**config.mk**
```make
export PLATFORM = sky130hd
export DESIGN_NAME = cipc_ctrl
export DESIGN_NICKNAME = d
export VERILOG_FILES = /design/src/cipc_pkg.sv /design/src/cipc_ctrl.sv
export VERILOG_INCLUDE_DIRS = /design/src
export SDC_FILE = /design/constraint.sdc
export NUM_CORES = 1
export LEC_CHECK = 0
export ABC_AREA = 1
export BUFFER_PORTS_ARGS = -buffer_cell sky130_fd_sc_hd__buf_2
export CORE_MARGIN = 5
export CORE_UTILIZATION = 32
export CTS_BUF_LIST = sky130_fd_sc_hd__clkbuf_8
export DETAILED_ROUTE_END_ITERATION = 8
export GPL_ROUTABILITY_DRIVEN = 0
export SLEW_MARGIN = 20
export SYNTH_ARGS = -nofsm -noshare
export SYNTH_HDL_FRONTEND = slang
export SYNTH_SLANG_ARGS = --single-unit
```
**constraint.sdc**
```tcl
create_clock -name ref_clk -period 5.8 [get_ports ref_clk]
set_input_delay 1.16 -clock ref_clk [delete_from_list [all_inputs] [get_ports ref_clk]]
set_output_delay 1.16 -clock ref_clk [all_outputs]
set_load 0.02 [all_outputs]
```
**src/cipc_defines.svh**
```systemverilog
// register offsets, field positions, command codes and counts of the contactless control block
//
// Functional notes
// - timer flag on counter step one to zero
// - tx flag when payload ends, eof begins
// - checksum flag and ready when fifo consumed
// - rx flag on end of received stream
// - idle flag when command returns to idle
// - nearly-full flag on high alert rising
// - nearly-empty flag on low alert rising
// - field-on and field-off flags from detector
// - error flag when any error bit set
// - mode flag when data mode detected
// - high summary: tx, rx, full, empty
// - low summary: the seven other flags
// - hard power-down pin stops every block
// - power-down bit stops all but oscillator, detector
// - registers and fifo kept during power-down
// - auto-wake on field leaves power-down
// - exit after 1024 clocks, bit self-clears
// - force conductance msbs in power-down (code forces them only while drv_sel is nonzero)
// - driver enables off: field off, receiver on
// - stream commands run at once, transceive waits
// - fixed-argument commands wait for exact count
// - fifo not flushed at command start
// - new command code aborts running command
// - idle code 0000 cancels current command
// - high alert: 64 minus fill <= watermark
// - low alert: fill <= watermark
`ifndef CIPC_DEFINES_SVH
`define CIPC_DEFINES_SVH

// register offsets
`define CIPC_OFS_COMMAND 6'h01
`define CIPC_OFS_COMM_IEN 6'h02
`define CIPC_OFS_MISC_IEN 6'h03
`define CIPC_OFS_COMM_EVENT 6'h04
`define CIPC_OFS_MISC_EVENT 6'h05
`define CIPC_OFS_ERROR 6'h06
`define CIPC_OFS_STATUS 6'h07
`define CIPC_OFS_WATERMARK 6'h0B
`define CIPC_OFS_BIT_FRAMING 6'h0D
`define CIPC_OFS_TX_CONTROL 6'h14
`define CIPC_OFS_DRV_SELECT 6'h16
`define CIPC_OFS_TX_AUTO 6'h17
`define CIPC_OFS_CARRIER_N 6'h18
`define CIPC_OFS_MOD_N 6'h19
`define CIPC_OFS_CARRIER_P 6'h1A
`define CIPC_OFS_MOD_P 6'h1B

// comm_event_reg / enable bit positions
`define CIPC_EV_TIMER 0
`define CIPC_EV_ERROR 1
`define CIPC_EV_LO 2
`define CIPC_EV_HI 3
`define CIPC_EV_IDLE 4
`define CIPC_EV_RX 5
`define CIPC_EV_TX 6
// misc_event_reg / enable bit positions
`define CIPC_DV_FIELD_OFF 0
`define CIPC_DV_FIELD_ON 1
`define CIPC_DV_CHECKSUM 2
`define CIPC_DV_MODE 4
// set/clear select bit of event register writes
`define CIPC_EV_SET_BIT 7
// group masks for the two summary bits
`define CIPC_HI_COMM_MASK 7'h6C
`define CIPC_LO_COMM_MASK 7'h13
`define CIPC_LO_MISC_MASK 5'h17
// command register fields
`define CIPC_CMD_PD_BIT 4
`define CIPC_CMD_IDLE 4'h0
`define CIPC_CMD_CONFIG 4'h1
`define CIPC_CMD_NO_CHANGE 4'h7
`define CIPC_CMD_TRANSCEIVE 4'hC
`define CIPC_CONFIG_ARGS 7'h19
// other single bits
`define CIPC_START_SEND_BIT 7
`define CIPC_AUTO_WAKE_BIT 5
// power-down exit wait in clocks of the unit
`define CIPC_PD_EXIT_CYCLES 1024
`define CIPC_FIFO_DEPTH 7'h40

`endif

```
**src/cipc_pkg.sv**
```systemverilog
// types of the contactless control block
package cipc_pkg;

  // power state, one-hot
  typedef enum logic [2:0]
  {
    PWR_RUN = 3'h1,
    PWR_DOWN = 3'h2,
    PWR_EXIT = 3'h4
  } cipc_pwr_t;

  // whole state of the block
  typedef struct packed
  {
    logic [3:0] cmd;
    cipc_pwr_t pwr;
    logic [10:0] exit_cnt;
    logic [6:0] comm_ev;
    logic [4:0] misc_ev;
    logic [6:0] comm_ien;
    logic [4:0] misc_ien;
    logic [5:0] watermark;
    logic start_send;
    logic [1:0] drv_en;
    logic [1:0] drv_sel;
    logic auto_wake;
    logic [7:0] cn_gs;
    logic [7:0] mn_gs;
    logic [5:0] cp_gs;
    logic [5:0] mp_gs;
    logic [15:0] timer_prev;
    logic payload_prev;
    logic rx_end_prev;
    logic crc_prev;
    logic hi_prev;
    logic lo_prev;
    logic field_prev;
    logic err_prev;
    logic mode_prev;
    logic [7:0] rdata;
    logic hi_sum;
    logic lo_sum;
    logic start;
    logic abort;
    logic run;
    logic [1:0] drv_out;
    logic [7:0] cn_out;
    logic [7:0] mn_out;
    logic [5:0] cp_out;
    logic [5:0] mp_out;
    logic units_on;
    logic det_on;
    logic crc_ready;
  } cipc_state_t;

endpackage

```
**src/cipc_ctrl.sv**
```systemverilog
// event flags, power reduction and command control of the contactless unit
//
// The implementer's own choices: the register offsets and the address-and-strobe port.
`timescale 1ns/100ps
`include "cipc_defines.svh"

module cipc_ctrl
#(
  parameter int PD_EXIT_CYCLES = `CIPC_PD_EXIT_CYCLES
)
(
  input wire logic ref_clk,
  input wire logic rst,
  input wire logic reset_powerdown_n,
  input wire logic [5:0] addr,
  input wire logic [7:0] wdata,
  input wire logic wr_en,
  input wire logic rd_en,
  output logic [7:0] rdata,
  input wire logic [15:0] timer_value,
  input wire logic tx_in_payload,
  input wire logic tx_in_eof,
  input wire logic rx_stream_end,
  input wire logic crc_fifo_consumed,
  input wire logic [6:0] fifo_level,
  input wire logic field_present,
  input wire logic [7:0] error_reg,
  input wire logic mode_detected,
  input wire logic cmd_done,
  output logic high_prio_summary,
  output logic low_prio_summary,
  output logic checksum_ready,
  output logic [3:0] active_cmd,
  output logic cmd_start,
  output logic cmd_abort,
  output logic cmd_run,
  output logic [1:0] driver_field_on,
  output logic [7:0] carrier_n_conductance,
  output logic [7:0] mod_n_conductance,
  output logic [5:0] carrier_p_conductance,
  output logic [5:0] mod_p_conductance,
  output logic units_on,
  output logic level_detector_on,
  output logic receiver_on
);

  ////////////////////////////////////////////////////////////////////////////
  // state
  localparam cipc_pkg::cipc_state_t RST_S = '{pwr: cipc_pkg::PWR_RUN, default: '0};
  localparam logic [10:0] EXIT_LAST = 11'(PD_EXIT_CYCLES - 1);

  cipc_pkg::cipc_state_t s_ff; // registered state
  cipc_pkg::cipc_state_t nxt_s; // next state
  logic hi_alert; // fifo nearly full
  logic lo_alert; // fifo nearly empty
  logic ev_on; // event logic running
  logic cmd_wr; // write to command register
  logic [6:0] comm_set; // hardware sets of comm events
  logic [4:0] misc_set; // hardware sets of misc events
  logic [6:0] need_args; // argument bytes the command waits for

  ////////////////////////////////////////////////////////////////////////////
  // fifo alerts from the fill count
  always_comb
  begin
    hi_alert = (`CIPC_FIFO_DEPTH - fifo_level) <= {1'b0, s_ff.watermark};
    lo_alert = fifo_level <= {1'b0, s_ff.watermark};
  end

  ////////////////////////////////////////////////////////////////////////////
  // hardware event detection: rising edges, except timer on a one-to-zero step, tx on payload-to-eof, idle on done, field-off on a falling edge
  always_comb
  begin
    // blocks stand still in either power-down; detector only in hard one
    ev_on = reset_powerdown_n && (s_ff.pwr == cipc_pkg::PWR_RUN);
    comm_set = '0;
    misc_set = '0;
    comm_set[`CIPC_EV_TIMER] = ev_on && (s_ff.timer_prev == 16'h0001)
      && (timer_value == 16'h0000);
    comm_set[`CIPC_EV_TX] = ev_on && s_ff.payload_prev && tx_in_eof;
    comm_set[`CIPC_EV_RX] = ev_on && rx_stream_end && !s_ff.rx_end_prev;
    comm_set[`CIPC_EV_IDLE] = ev_on && cmd_done && (s_ff.cmd != `CIPC_CMD_IDLE);
    comm_set[`CIPC_EV_HI] = ev_on && hi_alert && !s_ff.hi_prev;
    comm_set[`CIPC_EV_LO] = ev_on && lo_alert && !s_ff.lo_prev;
    comm_set[`CIPC_EV_ERROR] = ev_on && (|error_reg) && !s_ff.err_prev;
    misc_set[`CIPC_DV_CHECKSUM] = ev_on && crc_fifo_consumed && !s_ff.crc_prev;
    misc_set[`CIPC_DV_MODE] = ev_on && mode_detected && !s_ff.mode_prev;
    // level detector keeps running in unit power-down
    misc_set[`CIPC_DV_FIELD_ON] = reset_powerdown_n && field_present
      && !s_ff.field_prev;
    misc_set[`CIPC_DV_FIELD_OFF] = reset_powerdown_n && !field_present
      && s_ff.field_prev;
  end

  ////////////////////////////////////////////////////////////////////////////
  // argument count a command waits for; only config has a fixed set
  always_comb
  begin
    case (s_ff.cmd)
      `CIPC_CMD_CONFIG: need_args = `CIPC_CONFIG_ARGS;
      default: need_args = 7'h00;
    endcase
  end

  ////////////////////////////////////////////////////////////////////////////
  // next state
  always_comb
  begin
    nxt_s = s_ff;
    cmd_wr = wr_en && (addr == `CIPC_OFS_COMMAND);
    nxt_s.start = 1'b0;
    nxt_s.abort = 1'b0;

    // source history, kept only while the sources run
    if (ev_on)
    begin
      nxt_s.timer_prev = timer_value;
      nxt_s.payload_prev = tx_in_payload;
      nxt_s.rx_end_prev = rx_stream_end;
      nxt_s.crc_prev = crc_fifo_consumed;
      nxt_s.hi_prev = hi_alert;
      nxt_s.lo_prev = lo_alert;
      nxt_s.err_prev = |error_reg;
      nxt_s.mode_prev = mode_detected;
    end
    if (reset_powerdown_n)
    begin
      nxt_s.field_prev = field_present;
    end

    // engine finished: command falls back to idle
    if (ev_on && cmd_done)
    begin
      nxt_s.cmd = `CIPC_CMD_IDLE;
    end

    // software writes; registers otherwise hold in any power state
    if (wr_en)
    begin
      case (addr)
        `CIPC_OFS_COMMAND:
        begin
          // fifo is left untouched here so arguments may come first
          if (wdata[3:0] != `CIPC_CMD_NO_CHANGE)
          begin
            nxt_s.cmd = wdata[3:0];
            nxt_s.abort = (s_ff.cmd != `CIPC_CMD_IDLE);
            nxt_s.start = (wdata[3:0] != `CIPC_CMD_IDLE);
          end
        end
        `CIPC_OFS_COMM_IEN: nxt_s.comm_ien = wdata[6:0];
        `CIPC_OFS_MISC_IEN: nxt_s.misc_ien = wdata[4:0];
        `CIPC_OFS_COMM_EVENT:
        begin
          // bit 7 chooses set or clear of the written ones
          if (wdata[`CIPC_EV_SET_BIT])
            nxt_s.comm_ev = s_ff.comm_ev | wdata[6:0];
          else
            nxt_s.comm_ev = s_ff.comm_ev & ~wdata[6:0];
        end
        `CIPC_OFS_MISC_EVENT:
        begin
          if (wdata[`CIPC_EV_SET_BIT])
            nxt_s.misc_ev = s_ff.misc_ev | wdata[4:0];
          else
            nxt_s.misc_ev = s_ff.misc_ev & ~wdata[4:0];
        end
        `CIPC_OFS_WATERMARK: nxt_s.watermark = wdata[5:0];
        `CIPC_OFS_BIT_FRAMING: nxt_s.start_send = wdata[`CIPC_START_SEND_BIT];
        `CIPC_OFS_TX_CONTROL: nxt_s.drv_en = wdata[1:0];
        `CIPC_OFS_DRV_SELECT: nxt_s.drv_sel = wdata[5:4];
        `CIPC_OFS_TX_AUTO: nxt_s.auto_wake = wdata[`CIPC_AUTO_WAKE_BIT];
        `CIPC_OFS_CARRIER_N: nxt_s.cn_gs = wdata;
        `CIPC_OFS_MOD_N: nxt_s.mn_gs = wdata;
        `CIPC_OFS_CARRIER_P: nxt_s.cp_gs = wdata[5:0];
        `CIPC_OFS_MOD_P: nxt_s.mp_gs = wdata[5:0];
        default:
        begin
          // unmapped or read-only: ignored
        end
      endcase
    end

    // hardware sets win over a clear in the same cycle
    nxt_s.comm_ev = nxt_s.comm_ev | comm_set;
    nxt_s.misc_ev = nxt_s.misc_ev | misc_set;

    // power state machine
    case (s_ff.pwr)
      cipc_pkg::PWR_RUN:
      begin
        if (cmd_wr && wdata[`CIPC_CMD_PD_BIT])
          nxt_s.pwr = cipc_pkg::PWR_DOWN;
      end
      cipc_pkg::PWR_DOWN:
      begin
        if (s_ff.auto_wake && misc_set[`CIPC_DV_FIELD_ON])
          nxt_s.pwr = cipc_pkg::PWR_RUN;
        else if (cmd_wr && !wdata[`CIPC_CMD_PD_BIT])
        begin
          nxt_s.pwr = cipc_pkg::PWR_EXIT;
          nxt_s.exit_cnt = 11'h000;
        end
      end
      cipc_pkg::PWR_EXIT:
      begin
        // bit keeps reading one for the whole wait
        if (cmd_wr && wdata[`CIPC_CMD_PD_BIT])
          nxt_s.pwr = cipc_pkg::PWR_DOWN;
        else if (s_ff.auto_wake && misc_set[`CIPC_DV_FIELD_ON])
          nxt_s.pwr = cipc_pkg::PWR_RUN;
        else if (s_ff.exit_cnt == EXIT_LAST)
          nxt_s.pwr = cipc_pkg::PWR_RUN;
        else
          nxt_s.exit_cnt = s_ff.exit_cnt + 11'h001;
      end
      default: nxt_s.pwr = cipc_pkg::PWR_RUN;
    endcase

    // registered outputs follow the next state
    nxt_s.units_on = reset_powerdown_n && (nxt_s.pwr == cipc_pkg::PWR_RUN);
    nxt_s.det_on = reset_powerdown_n;
    nxt_s.crc_ready = nxt_s.misc_ev[`CIPC_DV_CHECKSUM];
    nxt_s.hi_sum = |(nxt_s.comm_ev & nxt_s.comm_ien & `CIPC_HI_COMM_MASK);
    nxt_s.lo_sum = |(nxt_s.comm_ev & nxt_s.comm_ien & `CIPC_LO_COMM_MASK)
      | |(nxt_s.misc_ev & nxt_s.misc_ien & `CIPC_LO_MISC_MASK);
    // transceive sends only once start-send is set; config waits for its arguments, others go at once
    nxt_s.run = nxt_s.units_on && (nxt_s.cmd != `CIPC_CMD_IDLE)
      && ((nxt_s.cmd != `CIPC_CMD_TRANSCEIVE) || nxt_s.start_send)
      && (fifo_level >= need_args) && ((need_args == 7'h00) || (fifo_level == need_args));
    // drivers off: field gone, receiver stays on with the unit
    nxt_s.drv_out = nxt_s.units_on ? nxt_s.drv_en : 2'h0;
    nxt_s.cn_out = nxt_s.cn_gs;
    nxt_s.mn_out = nxt_s.mn_gs;
    nxt_s.cp_out = nxt_s.cp_gs;
    nxt_s.mp_out = nxt_s.mp_gs;
    // low output impedance in power-down when drv_sel is nonzero, readback keeps stored values
    if ((nxt_s.pwr != cipc_pkg::PWR_RUN) && (nxt_s.drv_sel != 2'h0))
    begin
      nxt_s.cn_out = nxt_s.cn_gs | 8'h88;
      nxt_s.mn_out = nxt_s.mn_gs | 8'h88;
      nxt_s.cp_out = nxt_s.cp_gs | 6'h20;
      nxt_s.mp_out = nxt_s.mp_gs | 6'h20;
    end

    // read data stands only in the cycle after the strobe
    nxt_s.rdata = 8'h00;
    if (rd_en)
    begin
      case (addr)
        `CIPC_OFS_COMMAND:
          nxt_s.rdata = {3'h0, s_ff.pwr != cipc_pkg::PWR_RUN, s_ff.cmd};
        `CIPC_OFS_COMM_IEN: nxt_s.rdata = {1'b0, s_ff.comm_ien};
        `CIPC_OFS_MISC_IEN: nxt_s.rdata = {3'h0, s_ff.misc_ien};
        `CIPC_OFS_COMM_EVENT: nxt_s.rdata = {1'b0, s_ff.comm_ev};
        `CIPC_OFS_MISC_EVENT: nxt_s.rdata = {3'h0, s_ff.misc_ev};
        `CIPC_OFS_ERROR: nxt_s.rdata = error_reg;
        `CIPC_OFS_STATUS:
          nxt_s.rdata = {2'h0, s_ff.pwr != cipc_pkg::PWR_RUN, s_ff.lo_sum,
            s_ff.hi_sum, s_ff.crc_ready, hi_alert, lo_alert};
        `CIPC_OFS_WATERMARK: nxt_s.rdata = {2'h0, s_ff.watermark};
        `CIPC_OFS_BIT_FRAMING: nxt_s.rdata = {s_ff.start_send, 7'h00};
        `CIPC_OFS_TX_CONTROL: nxt_s.rdata = {6'h00, s_ff.drv_en};
        `CIPC_OFS_DRV_SELECT: nxt_s.rdata = {2'h0, s_ff.drv_sel, 4'h0};
        `CIPC_OFS_TX_AUTO: nxt_s.rdata = {2'h0, s_ff.auto_wake, 5'h00};
        `CIPC_OFS_CARRIER_N: nxt_s.rdata = s_ff.cn_gs;
        `CIPC_OFS_MOD_N: nxt_s.rdata = s_ff.mn_gs;
        `CIPC_OFS_CARRIER_P: nxt_s.rdata = {2'h0, s_ff.cp_gs};
        `CIPC_OFS_MOD_P: nxt_s.rdata = {2'h0, s_ff.mp_gs};
        default: nxt_s.rdata = 8'h00;
      endcase
    end
  end

  ////////////////////////////////////////////////////////////////////////////
  // state register; contents survive both power-downs
  always_ff @(posedge ref_clk or posedge rst)
  begin
    if (rst)
      s_ff <= RST_S;
    else
      s_ff <= nxt_s;
  end

  ////////////////////////////////////////////////////////////////////////////
  // outputs, straight from the state register
  assign rdata = s_ff.rdata;
  assign high_prio_summary = s_ff.hi_sum;
  assign low_prio_summary = s_ff.lo_sum;
  assign checksum_ready = s_ff.crc_ready;
  assign active_cmd = s_ff.cmd;
  assign cmd_start = s_ff.start;
  assign cmd_abort = s_ff.abort;
  assign cmd_run = s_ff.run;
  assign driver_field_on = s_ff.drv_out;
  assign carrier_n_conductance = s_ff.cn_out;
  assign mod_n_conductance = s_ff.mn_out;
  assign carrier_p_conductance = s_ff.cp_out;
  assign mod_p_conductance = s_ff.mp_out;
  assign units_on = s_ff.units_on;
  assign level_detector_on = s_ff.det_on;
  assign receiver_on = s_ff.units_on;
endmodule

```
==> flow_summary.ini <==
[run_status]
run_status = finished clean

[placement]
dp_hpwl_mm = 15.5
place_inst = 1247
port_buffers = 107

[worst_setup_path]
cpMostUsedCell = sky130_fd_sc_hd__nand2_1
timing.reg2reg.setup_slack_ps = 3420
critical_path_cell_sequence = buf_2, inv_1, ha_1, nand2_1, nor2_1, xor2_1, inv_1, ha_1, nand2_1, nor2_1, nand4_1, nand2_1, nand4_1, nand2_1, nand2_1, nand3_1
reg2reg_to = low_prio_summary$_DFF_PP0_
timing.critical_path.slowest_cell_delay_ps = 260
cp.required_ps = 6190
worstSetupPathType = in -> reg
ff2ff_path_depth = 12
critical_path.reg2reg.startpoint = s_ff[145]$_DFF_PP1_
critical_path.max_fanout = 3
startpoint = fifo_level[0]
timing.critical_path.to_type = register
worstSetupStartpointType = input port
critical_path_arrival_ps = 3020
critical_path.endpoint = high_prio_summary$_DFF_PP0_
slowest_stage = sky130_fd_sc_hd__ha_1

[synthesis]
yosys.cell_types.count = 46
synth-edff-count = 0
asyncSetResetFlopFracSynth_pct = 100
mappedNetlistNets = 991
synthFlopType = sky130_fd_sc_hd__dfrtp_1
post_synth.cell_area_avg_um2 = 7.73
number_of_warnings_printed_during_yosys_synthesis = 0
ys_seq_elements = 129
sequential_fraction_of_the_synthesis_area_pct = 45.5
synth_area_um2 = 7090
syn-instance-count = 918

[min_path]
timing.hold.worst.start = s_ff[64]$_DFFE_PP0N_
worstHoldPathType = reg -> reg

[sta]
grt_setup_unrepaired = false
period_utilization_pct = 45.3
final-hold-violation-count = 0
final_max_slew_viol_count = 0
timing.fmax_mhz = 381
setup_violations = 0
finalSetupTns_ps = 0
hold_ws_ps = 474
tightest_slew_ps = 636
clock_skew_ps = 15.5
layout_min_cycle_time_ps = 2630
max-slew-margin-rel_pct = 57.6

[clock_tree]
cts_resized = 0
clk_pin_slew_worst_paths_ps = 70
clock-root-buffer = sky130_fd_sc_hd__clkbuf_8
cts_tree = built
cts-root-to-sink-buffers = 2
cts_hold_buf = 0
clock_tree.htree_level_count = 4
post_cts_setup_buffers = 0
cts_buffers = 17
worst_skew_pair.late_latency_ps = 460
clock_sinks = 129

[drt]
drt-vias-per-instance = 4.76
detail_route.first_pass.iterations = 6
postRouteAntennaNets = 0
route.detailed.drc = 0
dr_total_vias = 6080
post_drt_wl_per_cell_um = 15.9
dr.first_iter.drc_count = 397
wl_mm = 20.3

[pwr]
power.leakage_nw = 4.14
vdd_drop_max_mv = 0.185
pwr_cell_area_nw_per_um2 = 324
share_seq_of_total_power_pct = 45.0
net-switching-power_uw = 869
pwr-share-comb_pct = 22.0
pwr-share-clk_pct = 33.0
power.total_mw = 2.60
sw_share_pct = 33.4
intPower_mw = 1.73

[finish]
syn_to_final_growth_pct = 13.1
fin_cells = 1278
fin_nets = 1059
final_layout_size_suffix_gt1_share_pct = 17.9

[floorplan]
initial_utilization_pct = 32.5
ioPinCount = 108
placeable_core_area_um2 = 21800
num_rows = 54
die-height_um = 159
fp.dieArea_um2 = 25200
floorplan.die.width_um = 159

[grt]
track_usage_pct = 16.1
antenna_violations_before_repair = 1
grt_pass1_vias = 5947
grt_pass1_wl_mm = 32.5
grt_overflow_total = 0
largest_net_degree_at_the_start_of_global_routing = 49

[run]
max_cap_viols = 0
layout by cell type (no fill, tap or decap), types with 10 or more instances in the layout:
cell type                  count
sky130_fd_sc_hd__nand2_1     257
sky130_fd_sc_hd__nand3_1      69
sky130_fd_sc_hd__o21ai_0      82
sky130_fd_sc_hd__a21oi_1      14
sky130_fd_sc_hd__nor2_1       62
sky130_fd_sc_hd__nand4_1      15
sky130_fd_sc_hd__dfrtp_1     128
sky130_fd_sc_hd__o21ai_1      13
sky130_fd_sc_hd__ha_1         16
sky130_fd_sc_hd__buf_2       107
sky130_fd_sc_hd__clkbuf_8     18
sky130_fd_sc_hd__nor3_1       10
sky130_fd_sc_hd__inv_1       115
cell usage after synthesis, types with 2 or more instances:
library cell / count / area, µm²
sky130_fd_sc_hd__a211oi_1: 4 / 30.0
sky130_fd_sc_hd__a21oi_1: 14 / 70.1
sky130_fd_sc_hd__a22oi_1: 2 / 15.0
sky130_fd_sc_hd__a31oi_1: 4 / 25.0
sky130_fd_sc_hd__buf_2: 4 / 20.0
sky130_fd_sc_hd__buf_4: 43 / 323
sky130_fd_sc_hd__buf_6: 2 / 22.5
sky130_fd_sc_hd__clkbuf_1: 10 / 37.5
sky130_fd_sc_hd__clkinv_1: 2 / 7.51
sky130_fd_sc_hd__dfrtp_1: 128 / 3200
sky130_fd_sc_hd__ha_1: 16 / 200
sky130_fd_sc_hd__inv_1: 116 / 435
sky130_fd_sc_hd__inv_2: 6 / 22.5
sky130_fd_sc_hd__nand2_1: 257 / 965
sky130_fd_sc_hd__nand2_2: 6 / 37.5
sky130_fd_sc_hd__nand2_4: 2 / 22.5
sky130_fd_sc_hd__nand3_1: 69 / 345
sky130_fd_sc_hd__nand3_2: 2 / 20.0
sky130_fd_sc_hd__nand4_1: 15 / 93.8
sky130_fd_sc_hd__nor2_1: 62 / 233
sky130_fd_sc_hd__nor2_2: 5 / 31.3
sky130_fd_sc_hd__nor2_4: 6 / 67.6
sky130_fd_sc_hd__nor3_1: 10 / 50.1
sky130_fd_sc_hd__o21ai_0: 82 / 410
sky130_fd_sc_hd__o21ai_1: 13 / 65.1
sky130_fd_sc_hd__o21ai_2: 4 / 35.0
sky130_fd_sc_hd__o22ai_1: 4 / 25.0
sky130_fd_sc_hd__o2bb2ai_1: 2 / 17.5
sky130_fd_sc_hd__o31ai_1: 4 / 30.0
sky130_fd_sc_hd__xnor2_1: 3 / 26.3
sky130_fd_sc_hd__xor2_1: 6 / 52.6
power by group through the flow:
stage | clock network [mW] | logic (mW) | registers, mW
3_5_place_dp | 0 | 0.578 | 1.18
4_1_cts | 0.878 | 0.580 | 1.17
2_1_floorplan | 0 | 0.442 | 1.17
3_3_place_gp | 0 | 0.568 | 1.18
6_report | 0.857 | 0.573 | 1.17
5_1_grt | 0.919 | 0.659 | 1.19
per-stage QoR:
stage | setup slack [ps] | area [µm²] | util [%]
2_1_floorplan | 1200 | 7090 | -
3_5_place_dp | 2690 | 7590 | 34.8
5_1_grt | 2920 | 8020 | 36.8
3_3_place_gp | 2750 | 7590 | 34.8
6_report | 3170 | 8030 | 36.8
4_1_cts | 3180 | 8020 | 36.8
cell families (layout without fill, tap and decap cells):
group | count (synthesis) | after routing | synth area share (%)
buffers and inverters | 185 | 264 | 12.4
XOR/XNOR | 9 | 9 | 1.11
adder cells (fa/ha/maj) | 16 | 16 | 2.82
other | 0 | 1 | 0
AND/OR/NAND/NOR | 438 | 438 | 26.9
AO/OA/AOI/OAI | 141 | 141 | 11.2
flip-flops | 129 | 129 | 45.5
sequential cells by signal, indices dropped and copies added, names as in the netlist, named ones only:
name and cells:
s_ff 79, carrier_n_conductance 8, mod_n_conductance 8, rdata 8, carrier_p_conductance 6, mod_p_conductance 6
active_cmd 4, driver_field_on 2, cmd_abort 1, cmd_run 1, cmd_start 1, high_prio_summary 1
level_detector_on 1, low_prio_summary 1, receiver_on 1
final cells by class:
cell class	count	area [µm²]
fillers	2310	13800
inverters	125	477
clock inverters	12	185
flip-flops and latches	129	3230
diodes	1	2.50
repair buffers	109	551
well taps	280	350
multi-input cells	604	2980
clock buffers	18	248
how the worst min path moves through the flow:
stage	depth (start not counted)	to	slack, ps
after global placement	2	s_ff[64]$_DFFE_PP0N_	450
after CTS	2	s_ff[64]$_DFFE_PP0N_	480
after detailed placement	2	s_ff[64]$_DFFE_PP0N_	460
after global routing	2	s_ff[108]$_DFFE_PP0P_	500
after floorplan	2	s_ff[65]$_DFFE_PP0N_	440
final	2	s_ff[64]$_DFFE_PP0N_	470
metal layers:
layer / vias to the layer above / GRT usage, % / share of wire (%)
li1: 3043 / - / -
met2: 209 / 23.5 / 42
met4: 2 / 5.62 / 2.7
met3: 38 / 5.24 / 7.8
met1: 2788 / 22.4 / 47
met5: - / 0 / 0.035
critical path, delay by kind of cell:
kind                       cells  cell delay (ps)
xor gates and xnor gates       1              160
adders and majority gates      2              450
and+or+nand+nor               10              980
buffers and inverters          3              270
Note: power is estimated with default switching activity, not from simulation.
